$ cat src/shdp_pkg.sv
// shared constants and types for the scsi host dma port
// assumes a single 20 MHz core clock and an active-low async reset
//
// Overview of operation
// - strap level at reset release fixes bus mode: 0 single bus, 1 split bus
// - single bus: processor bus idle, registers and dma data share dma bus
// - split bus: processor bus carries only register access, dma uses dma bus
// - split bus: register access accepted while dma transfer runs
// - every internal register reachable from register port; fifo only while no dma transfer runs
// - dma traffic uses eight data lines plus one parity line
// - dma direction comes from the executing command only
// - dma read data driven only while acknowledge is asserted
// - bytes move between scsi bus and the 16-byte fifo or buffer
// - arbitration, selection and reselection run without processor help
// - scam arbitration drives no id bit on the scsi data bus
// - selection answered late in target role while own id is unconfirmed
// - scam selection detected in hardware; answered with busy only in target role
// - parity bit travels through the fifo with its byte
// - device works as initiator or target
`default_nettype none
package shdp_pkg;
   localparam int CLK_PERIOD_NS = 50;
   localparam int FIFO_DEPTH = 16;
   localparam int FIFO_AW = 4;
   // scsi timing figures and derived cycle counts
   localparam int ARB_DELAY_NS = 2400;
   localparam int SEL_SETTLE_NS = 1200;
   localparam int SLOW_RESP_NS = 4000;
   localparam int SCAM_DET_NS = 1000;
   localparam logic [7:0] ARB_CYC = 8'((ARB_DELAY_NS + CLK_PERIOD_NS - 1) / CLK_PERIOD_NS);
   localparam logic [7:0] SEL_CYC = 8'((SEL_SETTLE_NS + CLK_PERIOD_NS - 1) / CLK_PERIOD_NS);
   localparam logic [7:0] SLOW_CYC = 8'((SLOW_RESP_NS + CLK_PERIOD_NS - 1) / CLK_PERIOD_NS);
   localparam logic [7:0] SCAM_CYC = 8'((SCAM_DET_NS + CLK_PERIOD_NS - 1) / CLK_PERIOD_NS);
   // bus modes from the strap
   localparam logic MODE_SINGLE = 1'b0;
   localparam logic MODE_SPLIT = 1'b1;
   // register indices on the register port
   localparam logic [2:0] REG_FIFO = 3'h0;
   localparam logic [2:0] REG_CMD = 3'h1;
   localparam logic [2:0] REG_STAT = 3'h2;
   localparam logic [2:0] REG_CFG = 3'h3;
   localparam logic [2:0] REG_TGT = 3'h4;
   localparam logic [2:0] REG_FCNT = 3'h5;
   // config field positions and reset values
   localparam int CFG_ROLE_BIT = 3;
   localparam int CFG_UNCONF_BIT = 4;
   localparam int CFG_MODE_BIT = 7;
   localparam logic [2:0] OWN_ID_RST = 3'h7;
   // status flag positions
   localparam int ST_DONE = 0;
   localparam int ST_LOST = 1;
   localparam int ST_SEL = 2;
   localparam int ST_SCAM = 3;
   localparam int ST_ILL = 4;
   typedef enum logic [2:0] {
      CMD_NOP = 3'h0,
      CMD_ABORT = 3'h1,
      CMD_XFER_OUT = 3'h2,
      CMD_XFER_IN = 3'h3,
      CMD_SELECT = 3'h4,
      CMD_RESELECT = 3'h5,
      CMD_SCAM_ARB = 3'h6
   } shdp_cmd_t;
   typedef enum logic [5:0] {
      S_IDLE = 6'h01,
      S_ARB = 6'h02,
      S_SEL = 6'h04,
      S_WAIT = 6'h08,
      S_SLOW = 6'h10,
      S_CONN = 6'h20
   } shdp_seq_t;
endpackage : shdp_pkg
`default_nettype wire

$ cat src/shdp_fifo_if.sv
// fifo connection between the port logic and its byte fifo
// assumes one clock domain; pushes and pops are one-cycle strobes
`default_nettype none
interface shdp_fifo_if #(parameter int W = 9, parameter int AW = 4);
   logic push;
   logic [W-1:0] push_data;
   logic pop;
   logic [W-1:0] head;
   logic full;
   logic empty;
   logic [AW:0] count;
   modport owner (input push, input push_data, input pop,
      output head, output full, output empty, output count);
   modport user (output push, output push_data, output pop,
      input head, input full, input empty, input count);
endinterface : shdp_fifo_if
`default_nettype wire

$ cat src/shdp_fifo.sv
// byte fifo that keeps the parity bit with each byte
// assumes the user never pushes when full nor pops when empty
`default_nettype none
module shdp_fifo #(
   parameter int DEPTH = 16,
   parameter int W = 9,
   parameter int AW = 4
) (
   input wire logic core_clk,
   input wire logic rstn,
   shdp_fifo_if.owner f
);
   import shdp_pkg::*;
   typedef struct packed {
      logic [DEPTH-1:0][W-1:0] mem;
      logic [AW-1:0] wp;
      logic [AW-1:0] rp;
      logic [AW:0] cnt;
   } shdp_fst_t;
   shdp_fst_t st_r, st_nxt;
   logic do_push, do_pop;

   // storage and pointers; byte and parity stored as one word
   always_comb begin
      st_nxt = st_r;
      do_push = f.push && (st_r.cnt != (AW+1)'(DEPTH));
      do_pop = f.pop && (st_r.cnt != '0);
      if (do_push) begin
         st_nxt.mem[st_r.wp] = f.push_data;
         st_nxt.wp = st_r.wp + 1'b1;
      end
      if (do_pop) begin
         st_nxt.rp = st_r.rp + 1'b1;
      end
      st_nxt.cnt = st_r.cnt + (AW+1)'(do_push) - (AW+1)'(do_pop);
   end

   always_ff @(posedge core_clk or negedge rstn) begin
      if (!rstn) begin
         st_r <= '0;
      end else begin
         st_r <= st_nxt;
      end
   end

   // status toward the user
   assign f.head = st_r.mem[st_r.rp];
   assign f.full = (st_r.cnt == (AW+1)'(DEPTH));
   assign f.empty = (st_r.cnt == '0);
   assign f.count = st_r.cnt;
endmodule : shdp_fifo
`default_nettype wire

$ cat src/shdp_top.sv
// scsi host dma port: register port, dma port, scsi sequencer, fifo
// assumes all inputs synchronous to core_clk; scsi pins given as logic levels
`default_nettype none
module shdp_top (
   input wire logic core_clk,
   input wire logic rstn,
   input wire logic bus_mode_strap,
   input wire logic cpu_cs,
   input wire logic cpu_rd,
   input wire logic cpu_wr,
   input wire logic [2:0] cpu_addr,
   input wire logic [7:0] proc_data_in,
   output logic [7:0] proc_data_out,
   output logic proc_data_oe,
   input wire logic [7:0] dma_data_lines_in,
   output logic [7:0] dma_data_lines_out,
   output logic dma_data_lines_oe,
   input wire logic dma_bus_parity_in,
   output logic dma_bus_parity_out,
   output logic dma_bus_parity_oe,
   input wire logic dma_acknowledge,
   input wire logic dma_write_strobe,
   output logic dma_request,
   input wire logic scsi_bsy_in,
   output logic scsi_bsy_out,
   output logic scsi_bsy_oe,
   input wire logic scsi_sel_in,
   output logic scsi_sel_out,
   output logic scsi_sel_oe,
   output logic scsi_io_out,
   output logic scsi_io_oe,
   input wire logic [7:0] scsi_db_in,
   output logic [7:0] scsi_db_out,
   output logic scsi_db_oe,
   input wire logic scsi_rx_valid,
   input wire logic [7:0] scsi_rx_data,
   input wire logic scsi_rx_par,
   output logic scsi_rx_ready,
   output logic scsi_tx_valid,
   output logic [7:0] scsi_tx_data,
   output logic scsi_tx_par,
   input wire logic scsi_tx_ready
);
   import shdp_pkg::*;
   typedef struct packed {
      logic mode;
      logic mode_ok;
      shdp_seq_t seq;
      logic [7:0] cnt;
      logic scam;
      logic resel;
      logic xfer_on;
      logic to_scsi;
      logic role_tgt;
      logic unconf;
      logic [2:0] own_id;
      logic [2:0] tgt_id;
      logic [4:0] stat;
      logic [7:0] rdata;
      logic rd_d;
      logic [2:0] addr_d;
      logic dma_acknowledge_d;
   } shdp_st_t;
   shdp_st_t st_r, st_nxt;
   shdp_fifo_if #(.W(9), .AW(FIFO_AW)) fio ();

   logic [7:0] wdata, own_bit, tgt_bit, rd_val;
   logic wr_cmd, rd_end, bus_free, dma_wr, dma_rd_end, cpu_fifo_ok;
   shdp_cmd_t cmd;

   // one-hot id bit on the scsi data bus
   function automatic logic [7:0] id_bit(input logic [2:0] id);
      id_bit = 8'h01 << id;
   endfunction : id_bit

   shdp_fifo #(.DEPTH(FIFO_DEPTH), .W(9), .AW(FIFO_AW)) u_fifo (
      .core_clk(core_clk),
      .rstn(rstn),
      .f(fio.owner)
   );

   // register port decode; data source follows the bus mode
   always_comb begin
      wdata = (st_r.mode == MODE_SPLIT) ? proc_data_in : dma_data_lines_in;
      cmd = shdp_cmd_t'(wdata[2:0]);
      wr_cmd = cpu_cs && cpu_wr && st_r.mode_ok;
      rd_end = st_r.rd_d && !(cpu_cs && cpu_rd);
      own_bit = id_bit(st_r.own_id);
      tgt_bit = id_bit(st_r.tgt_id);
      bus_free = !scsi_bsy_in && !scsi_sel_in;
      cpu_fifo_ok = !st_r.xfer_on;
      dma_wr = dma_acknowledge && dma_write_strobe && st_r.xfer_on && st_r.to_scsi;
      dma_rd_end = st_r.dma_acknowledge_d && !dma_acknowledge && st_r.xfer_on && !st_r.to_scsi;
      case (cpu_addr)
         REG_FIFO: rd_val = fio.head[7:0];
         REG_STAT: rd_val = {3'h0, st_r.stat};
         REG_CFG: rd_val = {st_r.mode, 2'h0, st_r.unconf, st_r.role_tgt, st_r.own_id};
         REG_TGT: rd_val = {5'h0, st_r.tgt_id};
         REG_FCNT: rd_val = {3'h0, fio.count};
         default: rd_val = 8'h00;
      endcase
   end

   // fifo sources and sinks: dma and scsi stream per direction, plus the register port while no transfer runs
   always_comb begin
      scsi_rx_ready = st_r.xfer_on && !st_r.to_scsi && !fio.full;
      scsi_tx_valid = st_r.xfer_on && st_r.to_scsi && !fio.empty;
      fio.push = dma_wr || (scsi_rx_valid && scsi_rx_ready)
         || (wr_cmd && cpu_addr == REG_FIFO && cpu_fifo_ok);
      if (dma_wr) begin
         fio.push_data = {dma_bus_parity_in, dma_data_lines_in};
      end else if (st_r.xfer_on) begin
         fio.push_data = {scsi_rx_par, scsi_rx_data};
      end else begin
         fio.push_data = {^wdata, wdata};
      end
      fio.pop = (scsi_tx_valid && scsi_tx_ready) || dma_rd_end
         || (rd_end && st_r.addr_d == REG_FIFO && cpu_fifo_ok);
   end

   // sequencer, command and status next state
   always_comb begin
      st_nxt = st_r;
      st_nxt.rd_d = cpu_cs && cpu_rd;
      st_nxt.addr_d = cpu_addr;
      st_nxt.dma_acknowledge_d = dma_acknowledge;
      st_nxt.rdata = rd_val;
      if (!st_r.mode_ok) begin
         st_nxt.mode = bus_mode_strap;
         st_nxt.mode_ok = 1'b1;
      end
      // status read clears only the bits it reported; a new event wins
      if (rd_end && st_r.addr_d == REG_STAT) begin
         st_nxt.stat = st_r.stat & ~st_r.rdata[4:0];
      end
      st_nxt.cnt = st_r.cnt + 8'h01;
      case (st_r.seq)
         S_IDLE: begin
            st_nxt.cnt = 8'h00;
            if (scsi_sel_in && !scsi_bsy_in && (scsi_db_in & own_bit) != 8'h00) begin
               st_nxt.stat[ST_SEL] = 1'b1;
               st_nxt.seq = st_r.unconf ? S_SLOW : S_CONN;
            end else if (scsi_sel_in && !scsi_bsy_in && scsi_db_in == 8'h00) begin
               st_nxt.cnt = st_r.cnt + 8'h01;
               if (st_r.cnt == SCAM_CYC - 8'h01) begin
                  st_nxt.stat[ST_SCAM] = 1'b1;
                  st_nxt.seq = S_CONN;
               end
            end
         end
         S_ARB: begin
            if (st_r.cnt == ARB_CYC - 8'h01) begin
               st_nxt.cnt = 8'h00;
               if (!st_r.scam && (scsi_db_in & ~((own_bit << 1) - 8'h01)) != 8'h00) begin
                  st_nxt.stat[ST_LOST] = 1'b1;
                  st_nxt.seq = S_IDLE;
               end else begin
                  st_nxt.seq = S_SEL;
               end
            end
         end
         S_SEL: begin
            if (st_r.cnt == SEL_CYC - 8'h01) begin
               st_nxt.seq = S_WAIT;
            end
         end
         S_WAIT: begin
            if (scsi_bsy_in) begin
               st_nxt.stat[ST_DONE] = 1'b1;
               st_nxt.seq = S_CONN;
            end
         end
         S_SLOW: begin
            if (!scsi_sel_in) begin
               st_nxt.seq = S_IDLE;
            end else if (st_r.cnt == SLOW_CYC - 8'h01) begin
               st_nxt.seq = S_CONN;
            end
         end
         S_CONN: st_nxt.cnt = 8'h00;
         default: st_nxt.seq = S_IDLE;
      endcase
      if (wr_cmd) begin
         case (cpu_addr)
            REG_CMD: begin
               case (cmd)
                  CMD_ABORT: begin
                     st_nxt.xfer_on = 1'b0;
                     st_nxt.seq = S_IDLE;
                  end
                  CMD_XFER_OUT, CMD_XFER_IN: begin
                     st_nxt.xfer_on = 1'b1;
                     st_nxt.to_scsi = (cmd == CMD_XFER_OUT);
                  end
                  CMD_SELECT, CMD_RESELECT, CMD_SCAM_ARB: begin
                     // role picks which of select and reselect is legal
                     if (st_r.seq != S_IDLE || !bus_free
                        || (cmd == CMD_SELECT && st_r.role_tgt)
                        || (cmd == CMD_RESELECT && !st_r.role_tgt)) begin
                        st_nxt.stat[ST_ILL] = 1'b1;
                     end else begin
                        st_nxt.seq = S_ARB;
                        st_nxt.cnt = 8'h00;
                        st_nxt.scam = (cmd == CMD_SCAM_ARB);
                        st_nxt.resel = (cmd == CMD_RESELECT);
                     end
                  end
                  default: ;
               endcase
            end
            REG_CFG: begin
               st_nxt.own_id = wdata[2:0];
               st_nxt.role_tgt = wdata[CFG_ROLE_BIT];
               st_nxt.unconf = wdata[CFG_UNCONF_BIT];
            end
            REG_TGT: st_nxt.tgt_id = wdata[2:0];
            default: ;
         endcase
      end
   end

   always_ff @(posedge core_clk or negedge rstn) begin
      if (!rstn) begin
         st_r <= '{mode: MODE_SINGLE, seq: S_IDLE, own_id: OWN_ID_RST, default: '0};
      end else begin
         st_r <= st_nxt;
      end
   end

   // register port drivers; processor bus silent in single mode
   assign proc_data_out = st_r.rdata;
   assign proc_data_oe = st_r.mode_ok && st_r.mode == MODE_SPLIT && cpu_cs && cpu_rd;
   // dma bus carries fifo data under acknowledge, else register reads
   assign dma_data_lines_out = dma_acknowledge ? fio.head[7:0] : st_r.rdata;
   assign dma_bus_parity_out = dma_acknowledge ? fio.head[8] : ^st_r.rdata;
   assign dma_data_lines_oe = (dma_acknowledge && st_r.xfer_on && !st_r.to_scsi)
      || (st_r.mode_ok && st_r.mode == MODE_SINGLE && cpu_cs && cpu_rd && !dma_acknowledge);
   assign dma_bus_parity_oe = dma_data_lines_oe;
   assign dma_request = st_r.xfer_on && (st_r.to_scsi ? !fio.full : !fio.empty);
   assign scsi_tx_data = fio.head[7:0];
   assign scsi_tx_par = fio.head[8];
   // scsi control pins, asserted level given as 1
   assign scsi_bsy_out = 1'b1;
   assign scsi_bsy_oe = (st_r.seq == S_ARB) || (st_r.seq == S_SEL)
      || (st_r.seq == S_CONN && st_r.role_tgt);
   assign scsi_sel_out = 1'b1;
   assign scsi_sel_oe = (st_r.seq == S_SEL) || (st_r.seq == S_WAIT);
   assign scsi_io_out = 1'b1;
   assign scsi_io_oe = st_r.resel && scsi_sel_oe;
   assign scsi_db_out = (st_r.seq == S_ARB) ? (st_r.scam ? 8'h00 : own_bit)
      : (st_r.scam ? 8'h00 : own_bit | tgt_bit);
   assign scsi_db_oe = ((st_r.seq == S_ARB) && !st_r.scam) || scsi_sel_oe;
endmodule : shdp_top
`default_nettype wire

$ cat config.mk
export PLATFORM = sky130hd
export DESIGN_NAME = shdp_top
export DESIGN_NICKNAME = d
export VERILOG_FILES = /design/src/shdp_pkg.sv /design/src/shdp_fifo_if.sv /design/src/shdp_fifo.sv /design/src/shdp_top.sv
export SDC_FILE = /design/constraint.sdc
export NUM_CORES = 1
export LEC_CHECK = 0
export BUFFER_PORTS_ARGS = -buffer_cell sky130_fd_sc_hd__buf_2
export CORE_MARGIN = 10
export CORE_UTILIZATION = 40
export DETAILED_ROUTE_END_ITERATION = 7
export GPL_TIMING_DRIVEN = 0
export PLACE_DENSITY = 0.64
export SYNTH_ARGS = -nofsm -noshare
export SYNTH_HDL_FRONTEND = slang
export SYNTH_SLANG_ARGS = --single-unit
$ cat constraint.sdc
create_clock -name core_clk -period 3.35 [get_ports core_clk]
set_clock_uncertainty 0.15 [all_clocks]
set_input_delay 0.1675 -clock core_clk [delete_from_list [all_inputs] [get_ports core_clk]]
set_output_delay 0.1675 -clock core_clk [all_outputs]
set_load 0.005 [all_outputs]
# Yosys cells after proc, flatten, opt, wreduce, memory -nomap -nowiden
# Cells that the tools add are included.
# W data, S select, Z words.
# totals
wordCells,215
inputBits,49
register_bits,203
output_inout_bits,47
# op_classes
magnitude_cmp,3
n_eq_ne,25
muxes,51
reduce_logical,84
n_bitwise,8
shifts,2
add_sub_neg,6
# ops
op,n
$bwmux W144,1
$mux W8,6
$logic_and A1 B1 Y1,44
$mux W6,7
$pmux W8 S5,1
$bmux W9 S4,1
$demux W9 S4,1
$mux W9,4
$pmux W6 S6,1
$mux W14,2
$mux W27,1
$pmux W8 S3,1
$mux W18,1
$and A8 B8 Y8,2
$eq A8 B5 Y1 const B,2
$mux W16,1
$reduce_bool A8 Y1,2
$reduce_xor A8 Y1,2
$shl A1 B3 Y8 const A,2
$eq A3 B2 Y1 const B,5
$eq A3 B3 Y1 const B,5
$mux W1,15
$logic_or A1 B1 Y1,12
$pmux W6 S2,1
other kinds (40),59

# Longest topological paths before layout
# depth
depth_word,13
depth_mapped,15
ltp_nobuf,15

# Cells and area by module
# Synthesis repeated with hierarchy kept, for this count alone.
# unflattened
cells_unflattened,936
hier_area_um2,11325.9
# by_module_without_submodules
mod,instances,cells_per_inst,area_each_um2
shdp_fifo,1,506,7721.2
shdp_top,1,430,3604.7

# Worst setup path before layout
# Ideal clock, no wire load.
# synth_path
path_type,register to register
from,register st_r[45] (netlist name)
to,register u_fifo.st_r[66] (netlist name)
path_buffers,2
period_less_slack_ns,2.856
t_arrival_ns,2.580
path_slack_ns,0.494
required_ns,3.074
path_stages_with_launch,11
cell_sequence,dfrtp_1 -> buf_2 -> mux2i_1 -> ha_1 -> nor2b_1 -> mux2_2 -> nor3_1 -> mux2i_1 -> a31oi_1 -> buf_2 -> a21oi_1
# synth_via
elab_chain_cells,5
# synth_lines
item,line,text
"start, declared",shdp_top.sv:64,"shdp_st_t st_r, st_nxt;"
"start signal, assigned",shdp_top.sv:226,st_r <= st_nxt;
$mux W8,shdp_top.sv:84,wdata = (st_r.mode == MODE_SPLIT) ? proc_data_in : dma_data_lines_in;
$reduce_xor A8 Y1,shdp_top.sv:115,"fio.push_data = {^wdata, wdata};"
$mux W9,shdp_top.sv:112,end else if (st_r.xfer_on) begin
$mux W9,shdp_top.sv:110,if (dma_wr) begin
$bwmux W144,shdp_fifo.sv:29,st_nxt.mem[st_r.wp] = f.push_data;
"end signal, assigned",shdp_fifo.sv:42,st_r <= st_nxt;
"end, declared",shdp_fifo.sv:20,"shdp_fst_t st_r, st_nxt;"
# No other way between the ends.
# A chain may end at the register's enable or synchronous reset.

# Final worst setup path
# layout_path
from,register u_fifo.st_r[6] (netlist name)
to,output dma_bus_parity_out
# layout_via
elab_chain_cells,3
# layout_lines
item,line,text
$bmux W9 S4,shdp_fifo.sv:47,assign f.head = st_r.mem[st_r.rp];
$mux W9 (not written as such),shdp_fifo.sv:47,
$mux W1,shdp_top.sv:235,assign dma_bus_parity_out = dma_acknowledge ? fio.head[8] : ^st_r.rdata;
"end, declared",shdp_top.sv:19,"output logic dma_bus_parity_out,"
# No other way between the ends. The select of a mux whose other input is x is not followed.

==> impl_metrics.py <==
metrics = {
    "critical_path": {
        "worst_setup_path_end_kind": "output port",
        "start_kind": "flip-flop",
        "rrSetupSlack_ns": 0.14,
        "crit_type": "reg2out",
        "timing.rr.end": "u_fifo.st_r[117]$_DFFE_PN0P_",
        "rr_startpoint": "st_r[27]$_DFFE_PN0P_",
        "arrival_ns": 2.98,
        "rr_worst_depth": 6,
        "crit_path_max_fanout": 10,
        "cp.required_ns": 3.03,
    },
    "placement": {
        "place_area_um2": 11600,
        "place_inst": 1460,
        "port_buffers": 92,
        "dp_hpwl_um": 21700,
        "gp_congestion": 0.886,
    },
    "logic_synthesis": {
        "yosysSeqAreaShare_pct": 47.9,
        "synth_xor_area_share_pct": 2.72,
        "synth-warning-count": 0,
        "synth_top_family_by_area": "simple AND/OR/NAND/NOR gates",
        "ys.flop_type": "dfrtp_1",
        "synth-seq-cells": 203,
        "synth_compound_area_share_pct": 12.4,
        "synth_fa_ha_area_share_pct": 2.05,
        "synthSimpleGateAreaFrac_pct": 15.5,
        "synth_edf_count": 0,
        "yosysTopAreaCell": "dfrtp_1",
        "yosysTopAreaCellShare_pct": 46.9,
        "async_flop_share_pct": 100,
        "synth_area_leaders": "dfrtp_1 (47%), mux4_2 (9.3%), a21oi_1 (5.7%), nor2_1 (5.5%), nand2_1 (3.1%)",
        "syn_inst": 1029,
        "syn_area_um2": 10600,
        "muxShareOfSynthArea_pct": 13.7,
        "avgSynthCellArea_um2": 10.3,
        "yosysUniqueCellTypes": 66,
    },
    "final_layout": {
        "mostFrequentLayoutCells": "dfrtp_1 (199), nor2_1 (157), a21oi_1 (121)",
        "register_area_um2": 5080,
        "area.growth.synth_to_final_pct": 18.1,
        "drive_gt1_share_pct": 23.0,
        "layout.nets": 1236,
        "multiInputGateArea_um2": 4990,
        "layout_commonest_cell": "dfrtp_1",
        "antenna_cells": 0,
        "final_util_pct": 48.0,
        "nFillCells": 2438,
        "design_area_um2": 12600,
        "layoutNonFillerInstCount": 1523,
    },
    "clock_tree": {
        "cts_tree": "yes",
        "cts_sinks": 203,
        "root_buffer": "clkbuf_16",
        "cts_setup_buffers": 0,
        "clk_latency_ns": 0.52,
        "numCtsBuffers": 23,
        "htree_levels": 1,
        "clock_tree.buffer_depth": 3,
        "path_clk_slew_ns": 0.06,
    },
    "floorplanning": {
        "die_x_um": 183,
        "initial_core_util_pct": 40.7,
        "die_area_um2": 33500,
        "die_h_um": 183,
        "row_count": 59,
        "core_area_um2": 26100,
        "pin_count": 96,
    },
    "power_and_ir_drop": {
        "leakagePower_nw": 5.87,
        "ir_worst_vdd_v": 0.000325,
        "powerDensity_nw_per_um2": 759,
    },
    "global_route": {
        "grt_max_degree": 121,
        "grt_pass1_vias": 8373,
        "use_met1_pct": 23.3,
        "grt_use_total_pct": 17.7,
        "grt-busiest-layer": "met2",
        "grtUsageMet2_pct": 28.8,
        "grt_overflow": 0,
        "met3_usage_pct": 3.30,
        "antenna_found_initial": 0,
        "grt_pass1_wl_um": 47500,
    },
    "flow_run": {
        "maxCapViolations": 0,
    },
    "min_path": {
        "hold_class": "in2reg",
        "min_from": "scsi_rx_data[4]",
        "worstHoldEndpoint": "u_fifo.st_r[35]$_DFFE_PN0P_",
        "hold_depth": 3,
    },
    "outcome": {
        "status": "finished, final reports clean",
    },
    "sta": {
        "finalCriticalPeriod_ns": 3.29,
        "finalSetupViolCount": 0,
        "setup_tns_ns": 0,
        "rsz0062_at_grt": "no",
        "drv_slew": 0,
        "worstMarginPinSlew_ns": 1.26,
        "fmax_ghz": 0.304,
        "finalHoldViolations": 0,
        "finalCritPeriodShare_pct": 98.3,
        "relSlewSlack_pct": 15.9,
    },
    "routing": {
        "firstDrtPassIters": 5,
        "via_per_inst": 5.49,
        "ant_nets": 0,
        "routed_wl_um": 30000,
        "wl_per_cell_um": 19.7,
        "vias": 8357,
        "drtIter0Drc": 678,
        "drc": 0,
    },
}
==> power breakdown <==
group	switching (mW)	internal [mW]	leakage, nW	total [mW]
registers	0.473	3.16	2.70	3.63
logic	1.87	1.60	2.81	3.47
clock network	0.984	1.45	0.363	2.43
total	3.32	6.21	5.87	9.53
==> cell families after synthesis <==
group / after synthesis
mux: 89
buf+inv: 103
other cells: 1
flops: 203
compound gates: 229
xor+xnor: 33
simple gates: 354
fa+ha+maj: 17
==> synth_stat cells (4+ instances only) <==
| cell type | number |
|---|---|
| mux4_2 | 44 |
| nor3_1 | 9 |
| dfrtp_1 | 199 |
| nand3b_1 | 4 |
| buf_2 | 13 |
| and3_1 | 18 |
| nand4b_1 | 5 |
| nand4_1 | 4 |
| buf_1 | 5 |
| mux2i_1 | 30 |
| mux2_2 | 15 |
| xor2_1 | 13 |
| o21ai_1 | 4 |
| a22o_1 | 5 |
| a221oi_1 | 5 |
| ha_1 | 15 |
| inv_1 | 21 |
| a21oi_1 | 122 |
| buf_4 | 26 |
| nor4_1 | 6 |
| xnor2_1 | 20 |
| nand2_1 | 88 |
| nor2b_1 | 15 |
| and2_1 | 5 |
| nand3_1 | 15 |
| clkbuf_1 | 24 |
| dfstp_2 | 4 |
| a21oi_2 | 10 |
| buf_6 | 14 |
| nand2b_1 | 9 |
| nor2_1 | 157 |
| o21ai_0 | 52 |
==> state kept, by name, summed over array words and instances, names as in the netlist <==
| register | flops |
|---|---|
| st_r | 38 |
| u_fifo.st_r | 152 |
| u_fifo.f.count | 5 |
| proc_data_out | 8 |
==> per-stage QoR <==
| stage | hold slack, ns | worst slack, ns | total power, mW |
|---|---|---|---|
| global placement | 0.173 | -1.50 | 6.97 |
| CTS | 0.0201 | 0.000422 | 9.54 |
| floorplan | -0.278 | 0.494 | 5.90 |
| finish | 0.0156 | 0.0569 | 9.53 |
| global route | 0.0481 | 0.0152 | 10.1 |
| detailed placement | 0.0587 | -0.425 | 7.06 |
==> worst max-delay path, cell delays in order (launching register included) <==
cell     delay, ns
dfrtp_1       0.37
buf_2         0.31
buf_2         0.40
mux4_2        0.41
mux4_2        0.57
mux2_2        0.29
buf_2         0.13
==> timing repair <==
| item | in CTS | in global routing |
|---|---|---|
| setup endpoints to repair | 26 | 24 |
| endpoints found under the hold margin | 110 | 0 |
| hold buffers | 21 | 0 |
| gates resized for setup | 6 | 6 |
==> how the worst max path moves through the flow <==
| stage | startpoint | end | slack [ns] | cells after the start |
|---|---|---|---|---|
| floorplan | st_r[45]$_DFFE_PN0N_ | u_fifo.st_r[66]$_DFFE_PN0P_ | 0.49 | 10 |
| global placement | rstn | u_fifo.st_r[144]$_DFFE_PN0P_ | -1.50 | 1 |
| detailed placement | st_r[45]$_DFFE_PN0N_ | u_fifo.st_r[120]$_DFFE_PN0P_ | -0.43 | 10 |
| CTS | u_fifo.st_r[5]$_DFFE_PN0P_ | dma_bus_parity_out | 0.0004 | 6 |
| global route | u_fifo.st_r[5]$_DFFE_PN0P_ | dma_data_lines_out[7] | 0.02 | 6 |
| finish | u_fifo.st_r[6]$_DFFE_PN0P_ | dma_bus_parity_out | 0.06 | 6 |
==> area by class of cell <==
cell class                      instances  area share (%)
Timing Repair Buffer                  114            5.64
Inverter                               21           0.628
Buffer                                 82            4.29
Multi-Input combinational cell        726            39.7
Sequential cell                       203            40.5
Clock buffer                           39            5.70
Tap cell                              335            3.34
Clock inverter                          3           0.150
==> metal layers <==
metal	up-vias	part of all wire, %
li1	3891	-
met1	4101	43
met5	-	0
met3	62	6.9
met2	303	47
met4	0	3.3
(Power assumes the default switching activity.)
